--- src/eep_pkg.sv ---
// Shared constants and types for the two-wire serial EEPROM slave.
// Assumes a 20 MHz system clock; all bus pins are asynchronous to it.
package eep_pkg;
    // System clock rate in hertz.
    localparam int CLK_HZ = 20_000_000;
    // Longest program cycle, in milliseconds.
    localparam int PROG_TIME_MS = 5;
    // Power-up delay before reads and writes, in milliseconds.
    localparam int PU_TIME_MS = 1;
    // Longest times round down to whole cycles.
    localparam int PROG_CYC = PROG_TIME_MS * (CLK_HZ / 1000);
    localparam int PU_CYC = PU_TIME_MS * (CLK_HZ / 1000);
    // Word address width and page geometry.
    localparam int ADDR_W = 8;
    localparam int PAGE_W = 4;
    localparam int PAGE_BYTES = 16;
    // Depth of the write data FIFO.
    localparam int FIFO_DEPTH = 8;
    // Bit counter value once a whole byte has passed.
    localparam logic [3:0] BIT_LAST = 4'h8;
    // Reset value of byte-wide registers.
    localparam logic [7:0] RST_BYTE = 8'h00;
    // Synchroniser reset: lines idle high (bit 0 clock, bit 1 data).
    localparam logic [5:0] PIN_RST = 6'h03;
    // Commit index value meaning no commit in progress.
    localparam logic [4:0] IDX_DONE = 5'h10;
    // Device type code; this value is arbitrary.
    localparam logic [3:0] DEV_TYPE_DFLT = 4'h5;
    // Bus-side states of the slave; nine states need four bits.
    typedef enum logic [3:0] {
        ST_IDLE, ST_ADDR, ST_AACK, ST_WADDR, ST_WACK, ST_WDATA, ST_RDATA, ST_RACK, ST_WAIT
    } eep_bus_e;
endpackage

--- src/eep_strm_if.sv ---
// Valid/ready stream carrier between the slave and its write FIFO.
// Assumes both ends run on the same system clock.
`timescale 1ns/10ps
interface eep_strm_if #(parameter int W = 16) ();
    logic valid; // Producer has a word.
    logic ready; // Consumer takes it.
    logic [W-1:0] data; // The word.
    modport prod (output valid, output data, input ready);
    modport cons (input valid, input data, output ready);
endinterface // eep_strm_if

--- src/eep_fifo.sv ---
// Small synchronous FIFO with valid/ready on both sides.
// Assumes DEPTH is a power of two.
`timescale 1ns/10ps
module eep_fifo #(
    parameter int W = 16,
    parameter int DEPTH = 8
)(
    input wire logic i_clk_sys,
    input wire logic i_rst,
    eep_strm_if.cons s_in,
    eep_strm_if.prod s_out
);
    localparam int AW = $clog2(DEPTH);
    logic [W-1:0] mem_ff [DEPTH]; // Storage, no reset needed.
    logic [AW:0] wr_ptr_ff; // Extra bit tells full from empty.
    logic [AW:0] rd_ptr_ff;
    logic full;
    logic empty;
    assign full = (wr_ptr_ff[AW] != rd_ptr_ff[AW]) && (wr_ptr_ff[AW-1:0] == rd_ptr_ff[AW-1:0]);
    assign empty = (wr_ptr_ff == rd_ptr_ff);
    assign s_in.ready = ~full;
    assign s_out.valid = ~empty;
    assign s_out.data = mem_ff[rd_ptr_ff[AW-1:0]];

    // Pointers move only on accepted handshakes.
    always_ff @(posedge i_clk_sys)
    begin
        if (i_rst)
        begin
            wr_ptr_ff <= '0;
            rd_ptr_ff <= '0;
        end
        else
        begin
            if (s_in.valid && !full)
                wr_ptr_ff <= wr_ptr_ff + 1'b1;
            if (s_out.ready && !empty)
                rd_ptr_ff <= rd_ptr_ff + 1'b1;
        end
    end

    // Storage write.
    always_ff @(posedge i_clk_sys)
    begin
        if (s_in.valid && !full)
            mem_ff[wr_ptr_ff[AW-1:0]] <= s_in.data;
    end
endmodule // eep_fifo

--- src/eep_mem.sv ---
// Nonvolatile array model: one write port, registered read port.
// Assumes the caller holds the read address steady before use.
`timescale 1ns/10ps
module eep_mem #(
    parameter int AW = 8,
    parameter int DW = 8
)(
    input wire logic i_clk_sys,
    input wire logic i_rst,
    input wire logic i_we,
    input wire logic [AW-1:0] i_waddr,
    input wire logic [DW-1:0] i_wdata,
    input wire logic [AW-1:0] i_raddr,
    output logic [DW-1:0] o_rdata
);
    logic [DW-1:0] arr_ff [2**AW]; // Array cells.

    // Write port.
    always_ff @(posedge i_clk_sys)
    begin
        if (i_we)
            arr_ff[i_waddr] <= i_wdata;
    end

    // Read data always comes out of a register, one cycle late.
    always_ff @(posedge i_clk_sys)
    begin
        if (i_rst)
            o_rdata <= '0;
        else
            o_rdata <= arr_ff[i_raddr];
    end
endmodule // eep_mem

--- src/eep_i2c_slave.sv ---
// Two-wire serial EEPROM slave front end with page buffer and array.
// Assumes SCL, SDA, WP and straps are asynchronous pins; the bench
// resolves the open-drain SDA wire from o_sda_oe_n and the master's pull.
// Overview of operation
// - Program cycle ends within five milliseconds.
// - Busy device releases SDA, never acknowledges.
// - Device is slave only; master clocks.
// - SDA is open drain: low or released.
// - Write-protect high blocks all programming.
// - SDA change with SCL high is START/STOP.
// - START is SDA falling, SCL high.
// - STOP is SDA rising, SCL high.
// - Address byte: type code plus three straps.
// - Address LSB one reads, zero writes.
// - Receiver acknowledges each byte on ninth clock.
// - Acknowledge matching address and written bytes.
// - Read: send byte, stop on missing acknowledge.
// - Byte write loads pointer, programs at STOP.
// - Page write takes up to sixteen bytes.
// - Only low address bits advance per byte.
// - Extra bytes wrap and overwrite within page.
// - All buffered bytes program in one cycle.
// - Address poll gets acknowledge only when idle.
// - Pointer holds last accessed address plus one.
// - Sequential reads advance all address bits.
`timescale 1ns/10ps
module eep_i2c_slave
    import eep_pkg::*;
#(
    parameter int PROG_CYC_P = PROG_CYC,
    parameter int PU_CYC_P = PU_CYC,
    parameter logic [3:0] DEV_TYPE = DEV_TYPE_DFLT
)(
    input wire logic i_clk_sys,
    input wire logic i_rst,
    input wire logic i_scl,
    input wire logic i_sda,
    input wire logic i_wp,
    input wire logic [2:0] i_chip_select_straps,
    output logic o_sda_o,
    output logic o_sda_oe_n,
    output logic o_prog_busy
);
    localparam int CNT_W = $clog2(PROG_CYC_P + 1);
    localparam int PU_W = $clog2(PU_CYC_P + 1);
    localparam int FW = ADDR_W + 8;

    logic [5:0] pin_s1_ff; // First stage, read only by the second.
    logic [5:0] pin_s2_ff;
    logic [5:0] pin_s3_ff;
    logic [5:0] pin_flt_ff; // Accepted pin levels.
    logic scl_q_ff; // Previous accepted clock level.
    logic sda_q_ff; // Previous accepted data level.
    logic scl_f, sda_f, wp_f;
    logic scl_rise, scl_fall, start_ev, stop_ev;
    logic [PU_W-1:0] pu_cnt_ff; // Power-up hold-off counter.
    logic pu_done;
    eep_bus_e st_ff; // Bus state.
    logic [3:0] bit_cnt_ff; // Clock rises seen in this byte.
    logic [7:0] shreg_ff; // Received bits.
    logic [7:0] tx_ff; // Byte being sent.
    logic sda_drv_ff; // High while pulling SDA low.
    logic rw_ff; // Direction from the address byte.
    logic [ADDR_W-1:0] ptr_ff; // Address counter.
    logic [ADDR_W-1:0] ptr_pg_nxt; // Pointer with page-local increment.
    logic wrote_ff; // Data bytes taken since last STOP.
    logic addr_match;
    logic [CNT_W-1:0] prog_cnt_ff; // Program cycle countdown.
    logic busy;
    logic prog_go, prog_discard;
    logic [4:0] idx_ff; // Page entry being committed.
    logic [7:0] pg_data_ff [PAGE_BYTES]; // Page buffer.
    logic [PAGE_BYTES-1:0] pg_vld_ff; // Entries holding new data.
    logic [ADDR_W-PAGE_W-1:0] pg_hi_ff; // Page number of the buffer.
    logic drain;
    logic mem_we;
    logic [7:0] mem_rdata;
    logic [CNT_W-1:0] busy_len_ff; // Helper for checking.

    eep_strm_if #(.W(FW)) wr_in ();
    eep_strm_if #(.W(FW)) wr_out ();

    // Pins pass three flops; a level counts once stages two and
    // three agree, which also rejects single-sample glitches.
    always_ff @(posedge i_clk_sys)
    begin
        if (i_rst)
        begin
            pin_s1_ff <= PIN_RST;
            pin_s2_ff <= PIN_RST;
            pin_s3_ff <= PIN_RST;
            pin_flt_ff <= PIN_RST;
        end
        else
        begin
            pin_s1_ff <= {i_wp, i_chip_select_straps, i_sda, i_scl};
            pin_s2_ff <= pin_s1_ff;
            pin_s3_ff <= pin_s2_ff;
            pin_flt_ff <= (pin_s2_ff & pin_s3_ff) | (pin_flt_ff & (pin_s2_ff | pin_s3_ff));
        end
    end

    assign scl_f = pin_flt_ff[0];
    assign sda_f = pin_flt_ff[1];
    assign wp_f = pin_flt_ff[5];

    // Previous levels for edge finding.
    always_ff @(posedge i_clk_sys)
    begin
        if (i_rst)
        begin
            scl_q_ff <= 1'b1;
            sda_q_ff <= 1'b1;
        end
        else
        begin
            scl_q_ff <= scl_f;
            sda_q_ff <= sda_f;
        end
    end

    // Data moving while the clock is high marks a frame edge.
    assign scl_rise = scl_f & ~scl_q_ff;
    assign scl_fall = ~scl_f & scl_q_ff;
    assign start_ev = pu_done & scl_f & scl_q_ff & sda_q_ff & ~sda_f;
    assign stop_ev = pu_done & scl_f & scl_q_ff & ~sda_q_ff & sda_f;

    // The bus is ignored until the power-up delay has run out.
    always_ff @(posedge i_clk_sys)
    begin
        if (i_rst)
            pu_cnt_ff <= PU_W'(PU_CYC_P);
        else if (!pu_done)
            pu_cnt_ff <= pu_cnt_ff - 1'b1;
    end
    assign pu_done = (pu_cnt_ff == '0);

    // Only type code plus strap match selects us; busy hides us.
    assign addr_match = (shreg_ff[7:1] == {DEV_TYPE, pin_flt_ff[4:2]});
    assign ptr_pg_nxt = {ptr_ff[ADDR_W-1:PAGE_W], ptr_ff[PAGE_W-1:0] + 1'b1};

    // Write data goes to the FIFO with its word address.
    assign wr_in.valid = (st_ff == ST_WDATA) && scl_fall && (bit_cnt_ff == BIT_LAST);
    assign wr_in.data = {ptr_ff, shreg_ff};

    // Bus state machine. STOP beats START beats bit handling; the
    // clock is only ever sampled, never driven.
    always_ff @(posedge i_clk_sys)
    begin
        if (i_rst)
        begin
            st_ff <= ST_IDLE;
            bit_cnt_ff <= 4'h0;
            shreg_ff <= RST_BYTE;
            tx_ff <= RST_BYTE;
            sda_drv_ff <= 1'b0;
            rw_ff <= 1'b0;
            ptr_ff <= '0;
            wrote_ff <= 1'b0;
        end
        else if (stop_ev)
        begin
            // Frame over; SDA is let go.
            st_ff <= ST_IDLE;
            sda_drv_ff <= 1'b0;
            wrote_ff <= 1'b0;
        end
        else if (start_ev)
        begin
            // Also a repeated START inside a frame.
            st_ff <= ST_ADDR;
            bit_cnt_ff <= 4'h0;
            sda_drv_ff <= 1'b0;
        end
        else
        begin
            if (scl_rise)
            begin
                // Data is taken on the rising clock.
                shreg_ff <= {shreg_ff[6:0], sda_f};
                bit_cnt_ff <= bit_cnt_ff + 4'h1;
            end
            case (st_ff)
                ST_ADDR:
                begin
                    if (scl_fall && bit_cnt_ff == BIT_LAST)
                    begin
                        if (addr_match && !busy)
                        begin
                            sda_drv_ff <= 1'b1;
                            rw_ff <= shreg_ff[0];
                            st_ff <= ST_AACK;
                        end
                        else
                            st_ff <= ST_WAIT;
                    end
                end
                ST_AACK:
                begin
                    if (scl_fall)
                    begin
                        bit_cnt_ff <= 4'h0;
                        if (rw_ff)
                        begin
                            // Read starts at the pointer, no new address.
                            tx_ff <= mem_rdata;
                            sda_drv_ff <= ~mem_rdata[7];
                            st_ff <= ST_RDATA;
                        end
                        else
                        begin
                            sda_drv_ff <= 1'b0;
                            st_ff <= ST_WADDR;
                        end
                    end
                end
                ST_WADDR:
                begin
                    if (scl_fall && bit_cnt_ff == BIT_LAST)
                    begin
                        ptr_ff <= shreg_ff;
                        sda_drv_ff <= 1'b1;
                        st_ff <= ST_WACK;
                    end
                end
                ST_WACK:
                begin
                    // Shared acknowledge slot for address and data bytes.
                    if (scl_fall)
                    begin
                        sda_drv_ff <= 1'b0;
                        bit_cnt_ff <= 4'h0;
                        st_ff <= ST_WDATA;
                    end
                end
                ST_WDATA:
                begin
                    if (scl_fall && bit_cnt_ff == BIT_LAST)
                    begin
                        if (wr_in.ready)
                        begin
                            // Low bits wrap, so byte 17 lands on byte 1.
                            ptr_ff <= ptr_pg_nxt;
                            wrote_ff <= 1'b1;
                            sda_drv_ff <= 1'b1;
                            st_ff <= ST_WACK;
                        end
                        else
                            st_ff <= ST_WAIT; // A full FIFO refuses the byte.
                    end
                end
                ST_RDATA:
                begin
                    if (scl_fall)
                    begin
                        if (bit_cnt_ff == BIT_LAST)
                        begin
                            // Release for the master's acknowledge.
                            sda_drv_ff <= 1'b0;
                            ptr_ff <= ptr_ff + 1'b1;
                            st_ff <= ST_RACK;
                        end
                        else
                        begin
                            tx_ff <= {tx_ff[6:0], 1'b0};
                            sda_drv_ff <= ~tx_ff[6];
                        end
                    end
                end
                ST_RACK:
                begin
                    if (scl_rise && sda_f)
                        st_ff <= ST_WAIT;
                    else if (scl_fall)
                    begin
                        bit_cnt_ff <= 4'h0;
                        tx_ff <= mem_rdata;
                        sda_drv_ff <= ~mem_rdata[7];
                        st_ff <= ST_RDATA;
                    end
                end
                ST_IDLE, ST_WAIT:
                begin
                    // Nothing until the next START or STOP.
                end
                default:
                    st_ff <= ST_IDLE;
            endcase
        end
    end

    // Only ever pull low or release; the wire is shared.
    assign o_sda_o = 1'b0;
    assign o_sda_oe_n = ~sda_drv_ff;

    // A STOP after written bytes starts the program cycle unless
    // write protect is high, in which case the page is dropped.
    assign prog_go = stop_ev && wrote_ff && !wp_f && !busy;
    assign prog_discard = stop_ev && wrote_ff && wp_f;

    // Program cycle timer; length is a parameter for short sims.
    always_ff @(posedge i_clk_sys)
    begin
        if (i_rst)
            prog_cnt_ff <= '0;
        else if (prog_go)
            prog_cnt_ff <= CNT_W'(PROG_CYC_P);
        else if (busy)
            prog_cnt_ff <= prog_cnt_ff - 1'b1;
    end
    assign busy = (prog_cnt_ff != '0);
    assign o_prog_busy = busy;

    // Commit walks all page entries early in the program cycle.
    always_ff @(posedge i_clk_sys)
    begin
        if (i_rst)
            idx_ff <= IDX_DONE;
        else if (prog_go)
            idx_ff <= 5'h00;
        else if (!idx_ff[4])
            idx_ff <= idx_ff + 5'h01;
    end
    assign mem_we = !idx_ff[4] && pg_vld_ff[idx_ff[3:0]];

    // The FIFO drains into the page buffer; it stalls while busy.
    assign drain = wr_out.valid && wr_out.ready;
    assign wr_out.ready = ~busy;

    // Page number follows the newest byte; all share one page.
    always_ff @(posedge i_clk_sys)
    begin
        if (i_rst)
            pg_hi_ff <= '0;
        else if (drain)
            pg_hi_ff <= wr_out.data[FW-1:8+PAGE_W];
    end

    // One page entry per generate step; a later byte for the same
    // slot simply replaces the earlier one.
    for (genvar i = 0; i < PAGE_BYTES; i++)
    begin : g_page
        always_ff @(posedge i_clk_sys)
        begin
            if (i_rst)
            begin
                pg_vld_ff[i] <= 1'b0;
                pg_data_ff[i] <= RST_BYTE;
            end
            else if (drain && wr_out.data[8+PAGE_W-1:8] == PAGE_W'(i))
            begin
                pg_vld_ff[i] <= 1'b1;
                pg_data_ff[i] <= wr_out.data[7:0];
            end
            else if (prog_discard || (mem_we && idx_ff[3:0] == PAGE_W'(i)))
                pg_vld_ff[i] <= 1'b0;
        end
    end

    eep_fifo #(.W(FW), .DEPTH(FIFO_DEPTH)) u_fifo (
        .i_clk_sys(i_clk_sys),
        .i_rst(i_rst),
        .s_in(wr_in.cons),
        .s_out(wr_out.prod)
    );

    eep_mem #(.AW(ADDR_W), .DW(8)) u_mem (
        .i_clk_sys(i_clk_sys),
        .i_rst(i_rst),
        .i_we(mem_we),
        .i_waddr({pg_hi_ff, idx_ff[3:0]}),
        .i_wdata(pg_data_ff[idx_ff[3:0]]),
        .i_raddr(ptr_ff),
        .o_rdata(mem_rdata)
    );

    // Helper: length of the current busy stretch.
    always_ff @(posedge i_clk_sys)
    begin
        if (i_rst || !busy)
            busy_len_ff <= '0;
        else
            busy_len_ff <= busy_len_ff + 1'b1;
    end
endmodule // eep_i2c_slave

--- config.mk ---
export PLATFORM = sky130hd
export DESIGN_NAME = eep_i2c_slave
export DESIGN_NICKNAME = d
export VERILOG_FILES = /design/src/eep_pkg.sv /design/src/eep_strm_if.sv /design/src/eep_fifo.sv /design/src/eep_mem.sv /design/src/eep_i2c_slave.sv
export SDC_FILE = /design/constraint.sdc
export NUM_CORES = 2
export LEC_CHECK = 0
export ABC_CLOCK_PERIOD_IN_PS = 5900
export BUFFER_PORTS_ARGS = -buffer_cell sky130_fd_sc_hd__buf_2
export CORE_ASPECT_RATIO = 1.1
export CORE_MARGIN = 1.5
export CORE_UTILIZATION = 25
export DETAILED_ROUTE_END_ITERATION = 10
export GPL_TIMING_DRIVEN = 0
export SYNTH_ARGS = -nofsm -noshare
export SYNTH_HDL_FRONTEND = slang
export SYNTH_HIERARCHICAL = 1
export SYNTH_SLANG_ARGS = --single-unit
--- constraint.sdc ---
create_clock -name i_clk_sys -period 5.9 [get_ports i_clk_sys]
set_input_delay 0.59 -clock i_clk_sys [delete_from_list [all_inputs] [get_ports i_clk_sys]]
set_output_delay 0.59 -clock i_clk_sys [all_outputs]
set_load 0.02 [all_outputs]
* After elaboration in Yosys (flattened, before gate mapping) *
Memories as Yosys holds them, arrays and structs flattened. A register that Yosys moved wholly into a read port is not among the register bits.
Index checks and enable logic that the tools add are counted.

storage, ports and cells
  flip-flop bits (word level) = 125
  bits in latches = 0
  memory bits (writable) = 2304
  ROM bits = 0
  input port bits = 8
  output and inout bits = 3
  word-level logic and storage cells = 424
  memories kept = 3

memories
  memory         depth  width  read ports  clocked after Yosys merged registers in  write ports  RTL line             RTL
  u_mem.arr_ff   256    8      1           1                                        1            eep_mem.sv:16        logic [DW-1:0] arr_ff [2**AW];
  pg_data_ff     16     8      1           1                                        16           eep_i2c_slave.sv:72  logic [7:0] pg_data_ff [PAGE_BYTES];
  u_fifo.mem_ff  8      16     1           1                                        1            eep_fifo.sv:14       logic [W-1:0] mem_ff [DEPTH];

operators by class
  $add $sub $neg = 8
  multiply operators = 0
  divide/modulo/power cells = 0
  order comparisons = 1
  equality and inequality tests = 66
  shift-type cells = 0
  mux-type cells = 157
  bitwise operators = 42
  reduce and logical (&&, ||, !) cells = 107

operator list
  cell                                                                   count
  8-bit 2-to-1 mux                                                       19
  1-bit 2-to-1 mux                                                       100
  4-bit 2-to-1 mux                                                       19
  4-bit == test (second input constant)                                  18
  4-bit by 3-bit == test with 1-bit output (second input constant)       12
  1-bit logical AND                                                      46
  7-bit 2-to-1 mux                                                       6
  2-bit nonzero test                                                     18
  17-bit 2-to-1 mux                                                      2
  4-bit one-hot mux with 8 select lines                                  1
  9-bit AND reduction                                                    3
  2-bit inequality test (second input constant)                          13
  4-bit by 2-bit == test with 1-bit output (second input constant)       6
  8-bit one-hot mux with 3 select lines                                  1
  3-bit inequality test (second input constant)                          7
  7-bit one-hot mux with 3 select lines                                  1
  17-bit nonzero test                                                    1
  17-bit by 1-bit subtractor with 17-bit output (second input constant)  1
  4-bit by 1-bit adder with 4-bit output (second input constant)         4
  1-bit logical OR                                                       16
  1-bit OR                                                               16
  15-bit logical NOT                                                     1
  15-bit by 1-bit subtractor with 15-bit output (second input constant)  1
  1-bit inverter                                                         14
  other kinds (31)                                                       55

* Longest topological paths before layout *
  depth in word-level cells = 10
  gate-level depth with buffers = 12

* Modules after synthesis *
Netlist, hierarchy kept.

modules (own cells, without submodules)
  module         instances  cells an instance  area an instance (um^2)  sequential area each (um^2)
  eep_mem        1          4027               80597.3                  61659.1
  eep_i2c_slave  1          1000               11751.3                  6266.0
  eep_fifo       1          270                5561.6                   4063.9

* Worst setup path after synthesis *
OpenSTA, ideal clock, no wires.

  path type = reg-to-reg
  from = register bit_cnt_ff[0]
  to = memory u_fifo.mem_ff[3][0], enable pin
  setup time = 436 ps
  arrival time = 3479 ps
  data required time = 5464 ps
  setup slack = 1985 ps
  stages on the path, launching flop included = 8
  cell sequence = dfxtp_1 -> inv_1 -> ha_1 -> nand3b_1 -> or3_1 -> nor3_1 -> nand2_1 -> nor4b_1

between the ends
  longest elaborated chain between the ends = 5

ends and longest elaborated chain
  item                                    RTL line              RTL
  start, declared                         eep_i2c_slave.sv:59   logic [3:0] bit_cnt_ff;
  start signal, assigned                  eep_i2c_slave.sv:181  bit_cnt_ff <= bit_cnt_ff + 4'h1;
  4-bit == test                           eep_i2c_slave.sv:143  assign wr_in.valid = (st_ff == ST_WDATA) && scl_fall && (bit_cnt_ff == BIT_LAST);
  1-bit logical AND                       eep_i2c_slave.sv:143
  via wr_in.valid                         eep_strm_if.sv:5      logic valid;
  1-bit logical AND                       eep_fifo.sv:45        if (s_in.valid && !full)
  1-bit 2-to-1 mux                        eep_fifo.sv:45
  1-bit 2-to-1 mux (not written as such)  eep_fifo.sv:46        mem_ff[wr_ptr_ff[AW-1:0]] <= s_in.data;
  end, declared                           eep_fifo.sv:14

The timed path passes the listed nets, and every way through them passes these cells.

==> summary.md <==
| Metric | Value |
|---|---|
| Status | `finished with violations` |
| Failing checks | `max-capacitance violations, max-slew violations, negative setup slack` |
| Pins Over Slew Limit | `97` |
| H-tree depth | `5` |
| RSZ-0062 raised after global routing | `false` |
| Leakage | `0.0344 µW` |
| Largest net degree at the start of global routing | `93` |
| Max Cap Viol | `10` |
| CP endpoint kind | `register` |
| Post-route total power | `36,600 µW` |
| Sequential fraction of the synthesis area | `73.5%` |
| Routed wire length | `365,000 µm` |
| GR Overflow Total | `0` |
| Ys async rst share | `0%` |
| Std-Cell Rows | `240` |
| Critical path type | `reg -> reg` |
| Avg WL per Cell | `33.0 µm` |
| Post-synth cell types | `97` |
| Setup violators final | `6` |
| Measured slew at the worst slew-check pin | `around 1.7 ns` |
| Die Span Y | `659 µm` |
| CTS root buf | `clkbuf_16` |
| Vias | `58,106` |
| Dpl hpwl | `249,000 µm` |
| Top post-synthesis cells by area | `edfxtp_1 (71%), mux4_2 (9.4%), mux2i_1 (3.5%)` |
| Die Footprint | `approximately 0.40 mm²` |
| # fillers | `38,167` |
| GR Util All Layers | `18.0%` |
| Peak supply drop | `235 µV` |
| Slack of the critical path | `-0.406 ns` |
| CTS max path bufs | `4` |
| Number of synthesized flops with an enable pin | `2,304` |
| Drt pass-1 iters | `6` |
| Fin util | `29.3%` |
| Share of cells above drive strength 1 | `19.6%` |
| Initial antenna violation count | `30` |
| Setup tns final | `-0.851 ns` |
| Post-CTS Setup Repair Bufs | `0` |
| #FFs+latches synth | `2,444` |
| CTS tree | `built` |
| Buffers on Ports | `9` |
| Syn avg cell area | `18.5 µm²` |
| Max stage delay on crit path | `1.23 ns` |
| Final Critical Period | `6.31 ns` |
| Nets | `5,657` |
| GPL Wtd Cong | `1.03` |
| Post-synthesis cell area | `~0.1 mm²` |
| Yosys top cell by area | `edfxtp_1` |
| Iter 0 DRT Violations | `9,827` |
| Via-to-Cell Ratio | `5.25` |
| Clk slew on worst S/H paths | `~0.060 ns` |
| Starting Density | `between 20 and 30%` |
| ANT nets after route | `0` |
| Worst Path Buf+Inv | `3` |
| First-pass GRT wire length | `482,000 µm` |
| Die X | `600 µm` |
| Clk_lat worst skew | `~0.98 ns` |
| Startpoint types | `register` |
| Cts bufs inserted | `roughly 280` |
| Final hold vios | `0` |
| Pwr Density | `between 300 and 400 mW/mm²` |
| Crit path DAT | `6.99 ns` |
| Clock skew | `0.0825 ns` |
| Type of the tightest min-delay check | `in -> reg` |
| Delay-heaviest family, CP | `buffers and inverters` |
| Data required time of the worst path | `6.58 ns` |
| Area delta synth->final | `16.6%` |
| Vias in the first global route | `54,938` |
| CTS-repair resized insts | `0` |
| # IOs | `11` |
| Final Cycle Share | `107%` |
| Post-Synthesis Cells | `~5,300` |
| Ys Warns | `6` |
| Syn_nets | `5,318` |
| TritonCTS Sinks | `between 2,000 and 2,500` |
| Core ar. | `0.389 mm²` |
| Main flop type after synthesis | `edfxtp_1` |
| Share of the synthesized area in the top cell type | `between 70 and 80%` |
| Crit-path slowest cell | `o22ai_1` |
| Peak Freq | `159 MHz` |
| Critical-path maximum fanout | `19` |
| DRC violations left | `0` |
| Crit-path cells | `buf_2 > clkbuf_1 > clkbuf_1 > o221ai_1 > o22ai_1 > a22oi_1 > nand3_1 > o22ai_1` |
| Worst slew margin | `-12.3%` |
[synthesized netlist by cell type, types with 7 or more instances]
library cell  count
edfxtp_1       2304
mux4_2          407
nor2_1          381
mux2i_1         338
nand2_1         209
dfxtp_1         140
clkbuf_1        139
and2_1          137
a21oi_1         113
o22ai_1         106
o221ai_1         76
buf_2            62
nand3_1          60
nor3_1           60
a211oi_1         56
nand4_1          44
a22oi_1          42
nor2b_1          41
o21ai_0          41
buf_6            33
mux4_1           31
nor4_1           29
xor2_1           27
buf_1            25
buf_8            22
mux2_2           22
a21o_1           19
a31o_2           19
inv_1            19
buf_12           18
buf_4            18
nand2b_1         18
or2_2            17
or3_1            14
ha_1             13
a31oi_1          12
xnor2_1          11
o211ai_1         10
nor3_4            9
a2111oi_0         7
a311oi_1          7
nand3b_1          7
nand4b_1          7
[area by class of cell]
class                           instances  area (µm²)  area share, %
Timing Repair Buffer                   61        1060          0.931
Buffer                                319        2190           1.92
Tap cell                             5203        6510           5.70
Sequential cell                      2444       72000           63.0
Antenna cell                           25        62.6         0.0548
Clock buffer                          347        7410           6.49
Multi-Input combinational cell       2514       23800           20.8
Inverter                               20        75.1         0.0657
Clock inverter                        127        1110          0.974
[cell usage in the layout, fill, tap and decap left out, drive strengths merged, types with 8 or more instances in the layout]
cell / instances
nand3b: 9
mux2: 24
a21oi: 113
nand4: 45
nor2b: 41
mux2i: 338
o221ai: 80
a21o: 19
a31o: 19
nand2b: 18
inv: 27
bufinv: 18
nor3: 70
or2: 17
clkbuf: 488
o21ai: 44
nor2: 384
xnor2: 11
a22oi: 42
nor3b: 8
a211oi: 56
mux4: 438
xor2: 28
nand2: 209
clkinv: 95
edfxtp: 2304
buf: 233
dfxtp: 140
o22ai: 108
and2: 137
nor4: 37
or3: 14
ha: 13
a2111oi: 9
a31oi: 12
nand3: 60
o211ai: 10
diode: 25
[cell families after synthesis]
kind of cell | Yosys count | synth area share [%]
compound gates | 573 | 4.11
xor+xnor | 39 | 0.357
buf+inv | 339 | 2.26
simple gates | 1088 | 5.65
fa+ha+maj | 13 | 0.166
flops | 2444 | 73.5
mux | 800 | 13.9
other cells | 1 | 0.00383
[registers in the layout, indices dropped and copies added, names as in the netlist, 7 cells and up, named ones only]
name,count
u_mem/arr_ff,2048
pg_data_ff,128
u_fifo/mem_ff,128
prog_cnt_ff,17
pg_vld_ff,16
pu_cnt_ff,15
ptr_ff,8
shreg_ff,8
u_mem/o_rdata,8
tx_ff,7
[per-layer routing]
metal,up-vias,share of wire [%],track usage (%)
met5,-,0.084,0
met4,12,7.5,11.7
met3,1001,13,5.87
met2,4328,44,26.9
met1,30560,36,22.2
li1,22205,-,-
[through the flow]
| step | setup WS (ns) | area [µm²] | cells | hold WS (ns) |
|---|---|---|---|---|
| after floorplan | 1.98 | 97900 | 5297 | 0.389 |
| after global placement | -0.558 | 104000 | 10509 | 0.405 |
| after detailed placement | 0.248 | 106000 | 10553 | 0.409 |
| after CTS | 0.220 | 114000 | 11033 | 0.347 |
| after global routing | 0.0896 | 114000 | 11038 | 0.384 |
| final | -0.406 | 114000 | 11060 | 0.398 |
[timing repair]
item	4_1_cts	5_1_grt
endpoints found under the hold margin	6	0
hold buffers	6	0
setup endpoints to repair	0	0
[path summary, 6_finish.rpt]
path	from	to	slack, ns	depth (start not counted)
max	ptr_ff[4]	u_mem/o_rdata[3]	-0.41	8
min	i_scl	pin_s1_ff[0]	0.40	3
max reg2reg	ptr_ff[4]	u_mem/o_rdata[3]	-0.41	8
min reg2reg	pin_s1_ff[0]	pin_s2_ff[0]	0.41	1
[report_power, final]
group / internal, µW / switching [µW]
registers: 19000 / 83.4
clock network: 9660 / 6840
logic: 346 / 746
total: 29000 / 7670
[worst min-delay path, delay by kind of cell]
| family | cells | cell delay, ns |
|---|---|---|
| buf+inv | 2 | 0.61 |
| simple gates | 1 | 0.08 |
No activity file was read; power rests on OpenSTA's default activity.
